**config.mk**
```make
export PLATFORM = sky130hd
export DESIGN_NAME = fcsd_ctrl
export DESIGN_NICKNAME = d
export VERILOG_FILES = /design/src/core/fcsd_pkg.sv /design/src/core/fcsd_ctrl.sv /design/src/core/fcsd_bus_cycle.sv
export VERILOG_INCLUDE_DIRS = /design/src /design/src/core
export SDC_FILE = /design/constraint.sdc
export NUM_CORES = 1
export LEC_CHECK = 0
export BUFFER_PORTS_ARGS = -buffer_cell sky130_fd_sc_hd__buf_2
export CAP_MARGIN = 10
export CELL_PAD_IN_SITES_DETAIL_PLACEMENT = 1
export CELL_PAD_IN_SITES_GLOBAL_PLACEMENT = 1
export CORE_AREA = 2 2 162 164
export CTS_CLUSTER_SIZE = 20
export DETAILED_ROUTE_END_ITERATION = 8
export DIE_AREA = 0 0 164 166
export PLACE_DENSITY_LB_ADDON = 0.15
export SLEW_MARGIN = 20
export SYNTH_ARGS = -nofsm -noshare
export SYNTH_HDL_FRONTEND = slang
export SYNTH_HIERARCHICAL = 1
export SYNTH_SLANG_ARGS = --single-unit
```
**constraint.sdc**
```tcl
create_clock -name clk -period 12.83 [get_ports clk]
set_input_delay 3.849 -clock clk [delete_from_list [all_inputs] [get_ports clk]]
set_output_delay 3.849 -clock clk [all_outputs]
set_load 0.02 [all_outputs]
```
**src/core/fcsd_params.svh**
```systemverilog
// Offsets, field positions, reset values and timing figures of the flash command controller
`ifndef FCSD_PARAMS_SVH
`define FCSD_PARAMS_SVH

`define FCSD_REG_CTRL 3'h0
`define FCSD_REG_ADDR 3'h1
`define FCSD_REG_WDATA 3'h2
`define FCSD_REG_STATUS 3'h3
`define FCSD_REG_RDATA 3'h4

`define FCSD_CTRL_OP_LSB 0
`define FCSD_ST_BUSY 0
`define FCSD_ST_RDY 1
`define FCSD_ST_REFUSED 2
`define FCSD_ST_ID_MODE 3
`define FCSD_ST_SPP_MODE 4
`define FCSD_ST_CFG 5
`define FCSD_ST_TOGGLE 6
`define FCSD_ST_SECT_TOGGLE 7
`define FCSD_ST_POLL 8
`define FCSD_ST_TIMEOUT 9
`define FCSD_ST_LOCK 10
`define FCSD_ST_POLL_BUSY 11

`define FCSD_CFG_RESET 1'b0
`define FCSD_CLK_MHZ 100
`define FCSD_SETUP_NS 10
`define FCSD_WE_PULSE_NS 50
`define FCSD_ACCESS_NS 90
`define FCSD_HOLD_NS 20
`define FCSD_RESET_PULSE_NS 500
`define FCSD_RDY_SETTLE_NS 200
`define FCSD_ERS_SUSP_US 15
`define FCSD_PRG_SUSP_US 20

`endif

```
**src/core/fcsd_pkg.sv**
```systemverilog
// Types shared by the flash command controller
package fcsd_pkg;
   typedef enum logic [4:0] {
      FCSD_OP_READ = 5'h00,
      FCSD_OP_POLL = 5'h01,
      FCSD_OP_PROG = 5'h02,
      FCSD_OP_CHIP_ERASE = 5'h03,
      FCSD_OP_SECT_ERASE = 5'h04,
      FCSD_OP_SPP_ENTER = 5'h05,
      FCSD_OP_LOCKDOWN = 5'h06,
      FCSD_OP_SUSPEND = 5'h07,
      FCSD_OP_RESUME = 5'h08,
      FCSD_OP_ID_ENTRY = 5'h09,
      FCSD_OP_ID_EXIT3 = 5'h0A,
      FCSD_OP_ID_EXIT1 = 5'h0B,
      FCSD_OP_PREG_PROG = 5'h0C,
      FCSD_OP_LOCK_B = 5'h0D,
      FCSD_OP_STATUS_B = 5'h0E,
      FCSD_OP_SET_CFG = 5'h0F,
      FCSD_OP_CFI = 5'h10,
      FCSD_OP_RESET = 5'h11,
      FCSD_OP_SPP_PROG = 5'h12
   } fcsd_op_t;

   typedef enum logic [2:0] {
      FCSD_IDLE = 3'b000,
      FCSD_ISSUE = 3'b001,
      FCSD_WAIT_CYC = 3'b010,
      FCSD_RDY_WAIT = 3'b011,
      FCSD_SUSP_WAIT = 3'b100,
      FCSD_RESET_PULSE = 3'b101
   } fcsd_state_t;

   typedef enum logic [1:0] {
      FCSD_BUS_IDLE = 2'b00,
      FCSD_BUS_SETUP = 2'b01,
      FCSD_BUS_PULSE = 2'b10,
      FCSD_BUS_HOLD = 2'b11
   } fcsd_bus_state_t;
endpackage

```
**src/core/fcsd_ctrl.sv**
```systemverilog
// Host-side command controller for a parallel NOR flash, Avalon-MM slave
//
// The implementer's own choices: the placing of the registers and the Avalon-MM slave port.
`timescale 1ns/1ps
`include "fcsd_params.svh"
module fcsd_ctrl #(
   parameter int ADDR_W = 20
) (
   input wire logic clk,
   input wire logic rst,
   input wire logic [2:0] avs_address,
   input wire logic avs_read,
   input wire logic avs_write,
   input wire logic [31:0] avs_writedata,
   output logic [31:0] avs_readdata,
   output logic avs_waitrequest,
   output logic [ADDR_W-1:0] flash_addr,
   output logic [15:0] flash_dq_o,
   input wire logic [15:0] flash_dq_i,
   output logic flash_dq_oe_n,
   output logic flash_ce_n,
   output logic flash_we_n,
   output logic flash_oe_n,
   output logic flash_reset_n,
   input wire logic flash_rdy_busy
);
   import fcsd_pkg::*;

   localparam int RST_CYC = (`FCSD_RESET_PULSE_NS * `FCSD_CLK_MHZ + 999) / 1000;
   localparam int SETTLE_CYC = (`FCSD_RDY_SETTLE_NS * `FCSD_CLK_MHZ + 999) / 1000;
   localparam int ERS_SUSP_CYC = `FCSD_ERS_SUSP_US * `FCSD_CLK_MHZ;
   localparam int PRG_SUSP_CYC = `FCSD_PRG_SUSP_US * `FCSD_CLK_MHZ;

   initial if (ADDR_W < 12 || ADDR_W > 24) $error("fcsd_ctrl: ADDR_W out of range");

   // --------------------------------------------------------------
   // Command step table
   // --------------------------------------------------------------
   function automatic logic [2:0] seq_len(fcsd_op_t op);
      unique case (op)
         FCSD_OP_POLL: seq_len = 3'd2;
         FCSD_OP_ID_ENTRY, FCSD_OP_ID_EXIT3: seq_len = 3'd3;
         FCSD_OP_PROG, FCSD_OP_PREG_PROG, FCSD_OP_LOCK_B, FCSD_OP_STATUS_B, FCSD_OP_SET_CFG: seq_len = 3'd4;
         FCSD_OP_CHIP_ERASE, FCSD_OP_SECT_ERASE, FCSD_OP_SPP_ENTER, FCSD_OP_LOCKDOWN: seq_len = 3'd6;
         default: seq_len = 3'd1;
      endcase
   endfunction

   // Returns {read, address, data}; upper data byte is zero on command cycles
   function automatic logic [ADDR_W+16:0] step_f(fcsd_op_t op, logic [2:0] idx, logic [ADDR_W-1:0] a,
                                                logic [15:0] d);
      logic [11:0] ca;
      logic [7:0] cd;
      logic rd;
      logic full;
      ca = 12'h555;
      cd = 8'hAA;
      rd = 1'b0;
      full = 1'b0;
      if (seq_len(op) == 3'd1 || seq_len(op) == 3'd2)
      begin
         unique case (op)
            FCSD_OP_SUSPEND: begin ca = 12'h000; cd = 8'hB0; end
            FCSD_OP_RESUME: begin ca = 12'h000; cd = 8'h30; end
            FCSD_OP_ID_EXIT1: begin ca = 12'h000; cd = 8'hF0; end
            FCSD_OP_CFI: begin ca = 12'h055; cd = 8'h98; end
            FCSD_OP_SPP_PROG: full = 1'b1;
            default: begin full = 1'b1; rd = 1'b1; end
         endcase
      end
      else if (idx == 3'd1 || idx == 3'd4)
      begin
         ca = 12'hAAA;
         cd = 8'h55;
      end
      else if (idx == 3'd2)
      begin
         unique case (op)
            FCSD_OP_PROG: cd = 8'hA0;
            FCSD_OP_PREG_PROG, FCSD_OP_LOCK_B: cd = 8'hC0;
            FCSD_OP_STATUS_B, FCSD_OP_ID_ENTRY: cd = 8'h90;
            FCSD_OP_SET_CFG: cd = 8'hD0;
            FCSD_OP_ID_EXIT3: cd = 8'hF0;
            default: cd = 8'h80;
         endcase
      end
      else if (idx == seq_len(op) - 3'd1)
      begin
         unique case (op)
            FCSD_OP_CHIP_ERASE: cd = 8'h10;
            FCSD_OP_SECT_ERASE: begin full = 1'b1; cd = 8'h30; end
            FCSD_OP_LOCKDOWN: begin full = 1'b1; cd = 8'h60; end
            FCSD_OP_SPP_ENTER: cd = 8'hA0;
            FCSD_OP_LOCK_B: begin ca = 12'h080; cd = 8'h00; end
            FCSD_OP_STATUS_B: begin ca = 12'h080; rd = 1'b1; end
            FCSD_OP_SET_CFG: begin ca = 12'h000; cd = {7'h00, d[0]}; end
            default: full = 1'b1;
         endcase
      end
      if (full)
         step_f = {rd, a, (op == FCSD_OP_SECT_ERASE || op == FCSD_OP_LOCKDOWN) ? {8'h00, cd} : d};
      else
         step_f = {rd, {(ADDR_W-12){1'b0}}, ca, 8'h00, cd};
   endfunction

   fcsd_state_t state_q;
   fcsd_op_t op_q;
   logic [2:0] idx_q;
   logic [ADDR_W-1:0] addr_q;
   logic [15:0] wdata_q;
   logic [15:0] rdata_q;
   logic [15:0] prev_q;
   logic [11:0] cnt_q;
   logic refused_q;
   logic id_mode_q;
   logic spp_q;
   logic cfg_q;
   logic last_erase_q;
   logic lock_q;
   logic rdy_s1_q;
   logic rdy_s2_q;
   logic bus_start;
   logic bus_done;
   logic [15:0] bus_rdata;
   logic [ADDR_W+16:0] step;
   logic rd_ack_q;
   logic ctrl_wr;
   logic busy;
   fcsd_op_t new_op;
   logic allowed;
   logic [31:0] status;

   assign step = step_f(op_q, idx_q, addr_q, wdata_q);
   assign bus_start = (state_q == FCSD_ISSUE);
   assign busy = (state_q != FCSD_IDLE);
   assign ctrl_wr = avs_write && avs_address == `FCSD_REG_CTRL;
   assign avs_waitrequest = (avs_read && !rd_ack_q) || (ctrl_wr && busy);

   // Single-pulse mode turns a program into one write; erase there would program data
   assign new_op = (spp_q && fcsd_op_t'(avs_writedata[4:0]) == FCSD_OP_PROG) ? FCSD_OP_SPP_PROG
                   : fcsd_op_t'(avs_writedata[4:0]);
   always_comb
   begin
      allowed = 1'b1;
      if (new_op == FCSD_OP_RESET || new_op == FCSD_OP_READ || new_op == FCSD_OP_POLL)
         allowed = 1'b1;
      else if (id_mode_q)
         allowed = new_op == FCSD_OP_ID_EXIT1 || new_op == FCSD_OP_ID_EXIT3
                   || new_op == FCSD_OP_CFI;
      else if (spp_q)
         allowed = new_op == FCSD_OP_SPP_PROG;
      else if (new_op == FCSD_OP_SPP_PROG || new_op > FCSD_OP_SPP_PROG)
         allowed = 1'b0;
   end

   // --------------------------------------------------------------
   // Ready/busy synchroniser
   // --------------------------------------------------------------
   always_ff @(posedge clk or posedge rst)
   begin
      if (rst)
      begin
         rdy_s1_q <= 1'b1;
         rdy_s2_q <= 1'b1;
      end
      else
      begin
         rdy_s1_q <= flash_rdy_busy;
         rdy_s2_q <= rdy_s1_q;
      end
   end

   // --------------------------------------------------------------
   // Avalon register file
   // --------------------------------------------------------------
   assign status = {20'h00000,
                    cfg_q ? ~rdata_q[7] : (rdata_q[7] != wdata_q[7]),
                    lock_q, rdata_q[5], rdata_q[7],
                    rdata_q[2] ^ prev_q[2], rdata_q[6] ^ prev_q[6],
                    cfg_q, spp_q, id_mode_q, refused_q, rdy_s2_q, busy};

   always_ff @(posedge clk or posedge rst)
   begin
      if (rst)
      begin
         rd_ack_q <= 1'b0;
         avs_readdata <= 32'h00000000;
      end
      else
      begin
         rd_ack_q <= avs_read && !rd_ack_q;
         if (avs_read && !rd_ack_q)
         begin
            unique case (avs_address)
               `FCSD_REG_ADDR: avs_readdata <= 32'(addr_q);
               `FCSD_REG_WDATA: avs_readdata <= {16'h0000, wdata_q};
               `FCSD_REG_STATUS: avs_readdata <= status;
               `FCSD_REG_RDATA: avs_readdata <= {16'h0000, rdata_q};
               default: avs_readdata <= 32'h00000000;
            endcase
         end
      end
   end

   always_ff @(posedge clk or posedge rst)
   begin
      if (rst)
      begin
         addr_q <= '0;
         wdata_q <= 16'h0000;
      end
      else if (avs_write && !busy)
      begin
         if (avs_address == `FCSD_REG_ADDR)
            addr_q <= avs_writedata[ADDR_W-1:0];
         if (avs_address == `FCSD_REG_WDATA)
            wdata_q <= avs_writedata[15:0];
      end
   end

   // --------------------------------------------------------------
   // Command sequencer
   // --------------------------------------------------------------
   always_ff @(posedge clk or posedge rst)
   begin
      if (rst)
      begin
         state_q <= FCSD_IDLE;
         op_q <= FCSD_OP_READ;
         idx_q <= 3'd0;
         cnt_q <= 12'h000;
         refused_q <= 1'b0;
         flash_reset_n <= 1'b1;
      end
      else
      begin
         unique case (state_q)
            FCSD_IDLE:
            begin
               if (ctrl_wr)
               begin
                  refused_q <= !allowed;
                  op_q <= new_op;
                  idx_q <= 3'd0;
                  if (allowed && new_op == FCSD_OP_RESET)
                  begin
                     flash_reset_n <= 1'b0;
                     cnt_q <= 12'(RST_CYC);
                     state_q <= FCSD_RESET_PULSE;
                  end
                  else if (allowed)
                     state_q <= FCSD_ISSUE;
               end
            end
            FCSD_ISSUE: state_q <= FCSD_WAIT_CYC;
            FCSD_WAIT_CYC:
            begin
               if (bus_done)
               begin
                  idx_q <= idx_q + 3'd1;
                  if (idx_q != seq_len(op_q) - 3'd1)
                     state_q <= FCSD_ISSUE;
                  else if (op_q == FCSD_OP_SUSPEND)
                  begin
                     cnt_q <= last_erase_q ? 12'(ERS_SUSP_CYC) : 12'(PRG_SUSP_CYC);
                     state_q <= FCSD_SUSP_WAIT;
                  end
                  else if (op_q inside {FCSD_OP_PROG, FCSD_OP_SPP_PROG, FCSD_OP_PREG_PROG, FCSD_OP_LOCK_B,
                                        FCSD_OP_CHIP_ERASE, FCSD_OP_SECT_ERASE})
                  begin
                     cnt_q <= 12'(SETTLE_CYC);
                     state_q <= FCSD_RDY_WAIT;
                  end
                  else
                     state_q <= FCSD_IDLE;
               end
            end
            FCSD_RDY_WAIT:
            begin
               if (cnt_q != 12'h000)
                  cnt_q <= cnt_q - 12'h001;
               else if (rdy_s2_q)
                  state_q <= FCSD_IDLE;
            end
            FCSD_SUSP_WAIT:
            begin
               if (cnt_q <= 12'h001)
                  state_q <= FCSD_IDLE;
               else
                  cnt_q <= cnt_q - 12'h001;
            end
            FCSD_RESET_PULSE:
            begin
               if (cnt_q <= 12'h001)
               begin
                  flash_reset_n <= 1'b1;
                  state_q <= FCSD_IDLE;
               end
               else
                  cnt_q <= cnt_q - 12'h001;
            end
            default: state_q <= FCSD_IDLE;
         endcase
      end
   end

   // --------------------------------------------------------------
   // Mirror of device modes and captured read data
   // --------------------------------------------------------------
   always_ff @(posedge clk or posedge rst)
   begin
      if (rst)
      begin
         id_mode_q <= 1'b0;
         spp_q <= 1'b0;
         cfg_q <= `FCSD_CFG_RESET;
         last_erase_q <= 1'b0;
         lock_q <= 1'b0;
         rdata_q <= 16'h0000;
         prev_q <= 16'h0000;
      end
      else if (state_q == FCSD_RESET_PULSE)
      begin
         id_mode_q <= 1'b0;
         spp_q <= 1'b0;
         cfg_q <= `FCSD_CFG_RESET;
      end
      else if (state_q == FCSD_WAIT_CYC && bus_done)
      begin
         if (step[ADDR_W+16])
         begin
            prev_q <= rdata_q;
            rdata_q <= bus_rdata;
         end
         if (op_q == FCSD_OP_STATUS_B && idx_q == 3'd3)
            lock_q <= !bus_rdata[1];
         if (idx_q == seq_len(op_q) - 3'd1)
         begin
            unique case (op_q)
               FCSD_OP_ID_ENTRY, FCSD_OP_STATUS_B: id_mode_q <= 1'b1;
               FCSD_OP_ID_EXIT1, FCSD_OP_ID_EXIT3: id_mode_q <= 1'b0;
               FCSD_OP_SPP_ENTER: spp_q <= 1'b1;
               FCSD_OP_SET_CFG: cfg_q <= wdata_q[0];
               FCSD_OP_CHIP_ERASE, FCSD_OP_SECT_ERASE: last_erase_q <= 1'b1;
               FCSD_OP_PROG: last_erase_q <= 1'b0;
               default: ;
            endcase
         end
      end
   end

   // --------------------------------------------------------------
   // Flash bus cycle engine
   // --------------------------------------------------------------
   fcsd_bus_cycle #(
      .ADDR_W(ADDR_W)
   ) u_bus (
      .clk(clk),
      .rst(rst),
      .start(bus_start),
      .rd(step[ADDR_W+16]),
      .addr(step[ADDR_W+15:16]),
      .wdata(step[15:0]),
      .done(bus_done),
      .rdata(bus_rdata),
      .flash_addr(flash_addr),
      .flash_dq_o(flash_dq_o),
      .flash_dq_i(flash_dq_i),
      .flash_dq_oe_n(flash_dq_oe_n),
      .flash_ce_n(flash_ce_n),
      .flash_we_n(flash_we_n),
      .flash_oe_n(flash_oe_n)
   );
endmodule // fcsd_ctrl

```
**src/core/fcsd_bus_cycle.sv**
```systemverilog
// One asynchronous flash bus cycle, write or read, timed from clk
`timescale 1ns/1ps
`include "fcsd_params.svh"
module fcsd_bus_cycle #(
   parameter int ADDR_W = 20
) (
   input wire logic clk,
   input wire logic rst,
   input wire logic start,
   input wire logic rd,
   input wire logic [ADDR_W-1:0] addr,
   input wire logic [15:0] wdata,
   output logic done,
   output logic [15:0] rdata,
   output logic [ADDR_W-1:0] flash_addr,
   output logic [15:0] flash_dq_o,
   input wire logic [15:0] flash_dq_i,
   output logic flash_dq_oe_n,
   output logic flash_ce_n,
   output logic flash_we_n,
   output logic flash_oe_n
);
   import fcsd_pkg::*;

   localparam int SETUP_CYC = (`FCSD_SETUP_NS * `FCSD_CLK_MHZ + 999) / 1000;
   localparam int WE_CYC = (`FCSD_WE_PULSE_NS * `FCSD_CLK_MHZ + 999) / 1000;
   // Two extra cycles let the pin synchroniser catch up before capture
   localparam int RD_CYC = (`FCSD_ACCESS_NS * `FCSD_CLK_MHZ + 999) / 1000 + 2;
   localparam int HOLD_CYC = (`FCSD_HOLD_NS * `FCSD_CLK_MHZ + 999) / 1000;

   initial if (ADDR_W < 12 || ADDR_W > 24) $error("fcsd_bus_cycle: ADDR_W out of range");

   fcsd_bus_state_t state_q;
   logic [7:0] cnt_q;
   logic rd_q;
   logic [15:0] dq_s1_q;
   logic [15:0] dq_s2_q;

   // --------------------------------------------------------------
   // Pin synchroniser
   // --------------------------------------------------------------
   always_ff @(posedge clk or posedge rst)
   begin
      if (rst)
      begin
         dq_s1_q <= 16'h0000;
         dq_s2_q <= 16'h0000;
      end
      else
      begin
         dq_s1_q <= flash_dq_i;
         dq_s2_q <= dq_s1_q;
      end
   end

   // --------------------------------------------------------------
   // Cycle sequencing
   // --------------------------------------------------------------
   always_ff @(posedge clk or posedge rst)
   begin
      if (rst)
      begin
         state_q <= FCSD_BUS_IDLE;
         cnt_q <= 8'h00;
         rd_q <= 1'b0;
         done <= 1'b0;
         rdata <= 16'h0000;
         flash_addr <= '0;
         flash_dq_o <= 16'h0000;
         flash_dq_oe_n <= 1'b1;
         flash_ce_n <= 1'b1;
         flash_we_n <= 1'b1;
         flash_oe_n <= 1'b1;
      end
      else
      begin
         done <= 1'b0;
         unique case (state_q)
            FCSD_BUS_IDLE:
            begin
               if (start)
               begin
                  rd_q <= rd;
                  flash_addr <= addr;
                  flash_dq_o <= wdata;
                  flash_dq_oe_n <= rd;
                  flash_ce_n <= 1'b0;
                  cnt_q <= 8'(SETUP_CYC);
                  state_q <= FCSD_BUS_SETUP;
               end
            end
            FCSD_BUS_SETUP:
            begin
               if (cnt_q <= 8'h01)
               begin
                  flash_we_n <= rd_q;
                  flash_oe_n <= ~rd_q;
                  cnt_q <= rd_q ? 8'(RD_CYC) : 8'(WE_CYC);
                  state_q <= FCSD_BUS_PULSE;
               end
               else
                  cnt_q <= cnt_q - 8'h01;
            end
            FCSD_BUS_PULSE:
            begin
               if (cnt_q <= 8'h01)
               begin
                  if (rd_q)
                     rdata <= dq_s2_q;
                  flash_we_n <= 1'b1;
                  flash_oe_n <= 1'b1;
                  cnt_q <= 8'(HOLD_CYC);
                  state_q <= FCSD_BUS_HOLD;
               end
               else
                  cnt_q <= cnt_q - 8'h01;
            end
            FCSD_BUS_HOLD:
            begin
               if (cnt_q <= 8'h01)
               begin
                  flash_ce_n <= 1'b1;
                  flash_dq_oe_n <= 1'b1;
                  done <= 1'b1;
                  state_q <= FCSD_BUS_IDLE;
               end
               else
                  cnt_q <= cnt_q - 8'h01;
            end
         endcase
      end
   end
endmodule // fcsd_bus_cycle

```
# Yosys cells after proc, flatten, opt, wreduce, memory -nomap -nowiden
# Memory sizes are Yosys's and may differ from the RTL's.
# Cells that the tools add are included.
# totals
register_bits	224
romBits	240
inputBits	56
out_inout_bits	74
wordCells	290
n_memories	5
# classes
addsub	6
n_lt_le_gt_ge	3
eq_ne	62
muxes	109
n_bitwise	5
reduce_logical	68
# mem_list
memory	words	word_bits	read_ports	rd_clocked_by_memory_dff	write_ports	line	rtl
(no name shown)	16	3	1	0	0	fcsd_ctrl.sv:40	unique case (op)
(no name shown)	16	3	1	0	0	fcsd_ctrl.sv:40	
(no name shown)	16	3	1	0	0	fcsd_ctrl.sv:40	
(no name shown)	16	3	1	0	0	fcsd_ctrl.sv:40	
(no name shown)	16	3	1	0	0	fcsd_ctrl.sv:40	
# ops
operator	n
2-to-1 mux 12 bit	10
one-hot mux 20 bit (4 select lines)	1
2-to-1 mux 3 bit	23
2-to-1 mux 8 bit	8
one-hot mux 8 bit (4 select lines)	2
equality test 5 x 4 -> 1 bit (second input constant)	10
one-hot mux 12 bit (4 select lines)	1
one-hot mux 8 bit (6 select lines)	1
one-hot mux 11 bit (2 select lines)	2
2-to-1 mux 1 bit	38
2-to-1 mux 36 bit	1
one-hot mux 7 bit (5 select lines)	1
AND reduction 3 bit	9
equality test 5 bit (second input constant)	5
2-to-1 mux 11 bit	2
equality test 3 x 2 -> 1 bit (second input constant)	7
equality test 5 x 3 -> 1 bit (second input constant)	4
inequality test 2 bit (second input constant)	10
nonzero test 2 bit	9
2-to-1 mux 16 bit	1
equality test 5 x 2 -> 1 bit (second input constant)	3
one-hot mux 3 bit (5 select lines)	1
one-hot mux 1 bit (2 select lines)	7
equality test 3 x 1 -> 1 bit (second input constant)	4
42 further kinds	93

# Longest topological paths before layout
# depth
depth_word	13
depth_mapped	16
mapped_depth_nobuf	14

# Modules after synthesis
# Netlist, hierarchy kept.
# by_module_without_submodules
module	instances	cells_each	area_per_inst_um2	seq_area_each_um2
fcsd_ctrl	1	635	6347.3	2681.3
fcsd_bus_cycle	1	249	3711.1	2507.4

# Worst setup path after synthesis
# No wires, ideal clock.
# synth_timing
path_kind	input -> output
startpoint	input avs_address[1]
endpoint	output avs_waitrequest
arrival_time_ns	4.852
required_time_ns	8.981
setup_slack_ns	4.129
cell_stages	4
path_buffers	1
path_cell_list	clkbuf_1 nor4b_1 nand2b_1 nand2_1
# synth_via
elab_chain_len	4
# synth_rtl
item	line	rtl
start: declaration	fcsd_ctrl.sv:11	input wire logic [2:0] avs_address,
zero test 3 bit (no line)	-	
logical AND 1 bit (no line)	-	
logical AND 1 bit	fcsd_ctrl.sv:137	assign avs_waitrequest = (avs_read && !rd_ack_q) || (ctrl_wr && busy);
logical OR 1 bit	fcsd_ctrl.sv:137	
end: declaration	fcsd_ctrl.sv:16	output logic avs_waitrequest,
# Every way passes these cells.

# Worst setup path after layout
# Ends and elaborated chain as after synthesis.

==> run_results.csv <==
group,metric,value,unit
run_status,outcome,"finished, final reports clean",
layout,fin_util,45.4,%
yosys,synthesis.area_per_instance,11.4,µm²
clock_network,post_cts_resized,0,
sta,period_minus_slack,9280,ps
sta,setup_viol,0,
layout,area_growth,15.7,%
setup_path,r2r_end,"u_bus/flash_dq_o[7]",
worst_hold_path,hold_class,"reg2reg",
worst_hold_path,min_path_cells,0,
yosys,syn_inst,884,
routing,drc,0,
placement,place_ws,3510,ps
setup_path,reg2reg_depth,14,
yosys,syn_area,10100,µm²
sta,fin_setup_tns,0,ps
clock_network,path_clk_slew,50,ps
layout,stdcell_count,1323,
grt,antenna_found_initial,0,
layout,antenna_cells,0,
floorplan,die-area,27200,µm²
sta,fin_ws,3550,ps
sta,drv_slew,0,
sta,fmax,0.108,GHz
setup_path,reg2reg_from,"op_q[0]",
clock_network,cts_root_buf,"clkbuf_16",
clock_network,post_cts_buffers,0,
floorplan,die_h,166,µm
setup_path,cp_cell_sequence,"buf_2, nor4b_1, nand2b_1, nand2_1, buf_2",
clock_network,ctsHtreeMaxLevel,1,
yosys,synthSimpleGateAreaFrac,11.4,%
yosys,ys_ff_latch,207,
setup_path,path_delay_family,"simple AND/OR/NAND/NOR gates",
placement,port_buffers,105,
grt,grt_pass1_wl,42700,µm
power,p_leak,5.52,nW
sta,rsz0062_at_grt,"false",
grt,grt_max_degree,70,
floorplan,start_util,39.3,%
routing,top_layer_used,"met4",
setup_path,arrival,5430,ps
setup_path,crit_type,"in2out",
worst_hold_path,min_from,"u_bus/dq_s1_q[4]",
routing,wl_met3,860,µm
yosys,synth_cell_types,77,
sta,finalCritPeriodShare,72.3,%
sta,hold_viol,0,
worst_hold_path,min_to,"u_bus/dq_s2_q[4]",
sta,tightest_slew,1060,ps
setup_path,cpPeakStageDelay,810,ps
placement,dp_cells,1281,
placement,place_congestion,0.830,
floorplan,num_rows,59,
clock_network,cts_made_buffers,24,
routing,dr.pass1.iters,4,
routing,wl_per_cell,20.2,µm
routing,wl_met2,13200,µm
sta,max_slew_margin,28.8,%
placement,hpwl,18700,µm
setup_path,critPathBufInv,2,
yosys,seq_area_frac_synth,51.6,%
routing,routed_wl,26700,µm
sta,fin_skew,20.7,ps
setup_path,worst_ep_required_time,8980,ps
setup_path,startpoint_type,"input port",
yosys,synth_mux_area_share,14.5,%
floorplan,core_area,25600,µm²
layout,largest_registers,"addr_q x20, avs_readdata x20, u_bus/flash_addr x20",
routing,dr_total_vias,7234,
layout,nets,1049,
clock_network,cts_tree,"done",
floorplan,die_w,164,µm
yosys,yosysWarnings,6,
yosys,synth_flop_cell,"dfrtp_1",
layout,drive_gt1_share,27.9,%
grt,grt_overflow,0,
setup_path,rrSetupSlack,8780,ps
clock_network,cts_num_sinks,207,
routing,m1WireLength,12200,µm
layout,nFillCells,2775,
routing,ant_nets,0,
floorplan,pin_count,130,
clock_network,clock_latency,540,ps
setup_path,end_kind,"primary output",
setup_path,slowest_stage,"nor4b_1",
yosys,synthArstFlopShare,100,%
grt,first_global_vias,7460,
grt,grt.total_usage,19.9,%
clock_network,ctsHoldBuffers,0,
yosys,synth-xor-area-share,1.22,%
yosys,synthAdderAreaFrac,2.61,%
power,ir_drop,0.131,mV
yosys,synth_edf_count,0,
setup_path,worstSetupStartpoint,"avs_address[1]",
power,p_per_area,259,nW/µm²
routing,via_per_inst,5.47,
setup_path,crit_fanout,26,
run,cap_violations,0,
routing,drt_iter0_drc,355,
clock_network,cts_buffer_depth,3,
yosys,synth-compound-area-share,14.3,%
setup_path,crit_top_cell,"buf_2",
yosys,synth_top_family_by_area,"multiplexers",
[metrics by stage]
step,instance area (µm²),power [W],hold WS (ps)
final,11600,0.00302,346
after global routing,11600,0.00322,354
after CTS,11600,0.00306,349
after detailed placement,10800,0.00232,336
after global placement,10800,0.00230,331
after floorplan,10100,0.00192,331
[layout by cell type, fill, tap and decap left out, drive strengths merged, types with 21 or more instances in the layout]
master and n:
buf 113, nand3 22, mux2 112, nor2 52, o21ai 41, dfrtp 200, inv 27, a21oi 24
clkbuf 32, ha 21, nand2 54
[worst max path at each step]
stage                            to  slack (ps)  cells after the start
floorplan           avs_waitrequest        4130                      4
global placement    avs_waitrequest        3580                      5
detailed placement  avs_waitrequest        3510                      5
CTS                 avs_waitrequest        3560                      5
global route        avs_waitrequest        3440                      5
finish              avs_waitrequest        3550                      5
[where the power goes]
group,switching (W),total (W),internal [W]
clock network,0.000274,0.000717,0.000443
logic,0.000758,0.00128,0.000518
registers,0.000181,0.00102,0.000842
total,0.00121,0.00302,0.00180
[routing by layer]
metal	GRT usage [%]	vias to the layer above
met4	4.54	0
met5	0	-
met1	28.1	3734
li1	-	3358
met2	32.6	110
met3	2.50	32
[cells in the mapped netlist, types with 13 or more instances]
cell type	n	area (µm²)
ha_1	21	263
mux2i_1	15	150
nand2_1	53	199
clkbuf_1	32	120
nor3_1	14	70.1
buf_4	13	97.6
o21ai_0	32	160
a22oi_1	19	143
inv_1	27	101
and2_1	13	81.3
mux2_2	92	1040
nor2b_1	14	87.6
a22o_1	19	166
nand3_1	21	105
a21oi_1	24	120
dfrtp_1	200	5000
o22ai_1	18	113
nor2_1	52	195
[logic make-up after synthesis]
family,after synthesis
flip-flops,207
other,1
AND/OR/NAND/NOR,223
XOR/XNOR,14
adder cells (fa/ha/maj),21
AO/OA/AOI/OAI,201
multiplexers,128
buffers and inverters,89
[cell type report]
| class | instances | area (µm²) | share of cell area (%) |
|---|---|---|---|
| Clock buffer | 32 | 661 | 5.68 |
| Clock inverter | 10 | 179 | 1.54 |
| Inverter | 27 | 106 | 0.914 |
| Multi-Input combinational cell | 599 | 4500 | 38.6 |
| Sequential cell | 207 | 5190 | 44.6 |
| Tap cell | 335 | 419 | 3.60 |
| Timing Repair Buffer | 113 | 586 | 5.03 |
Power figures use the tool's default switching activity.
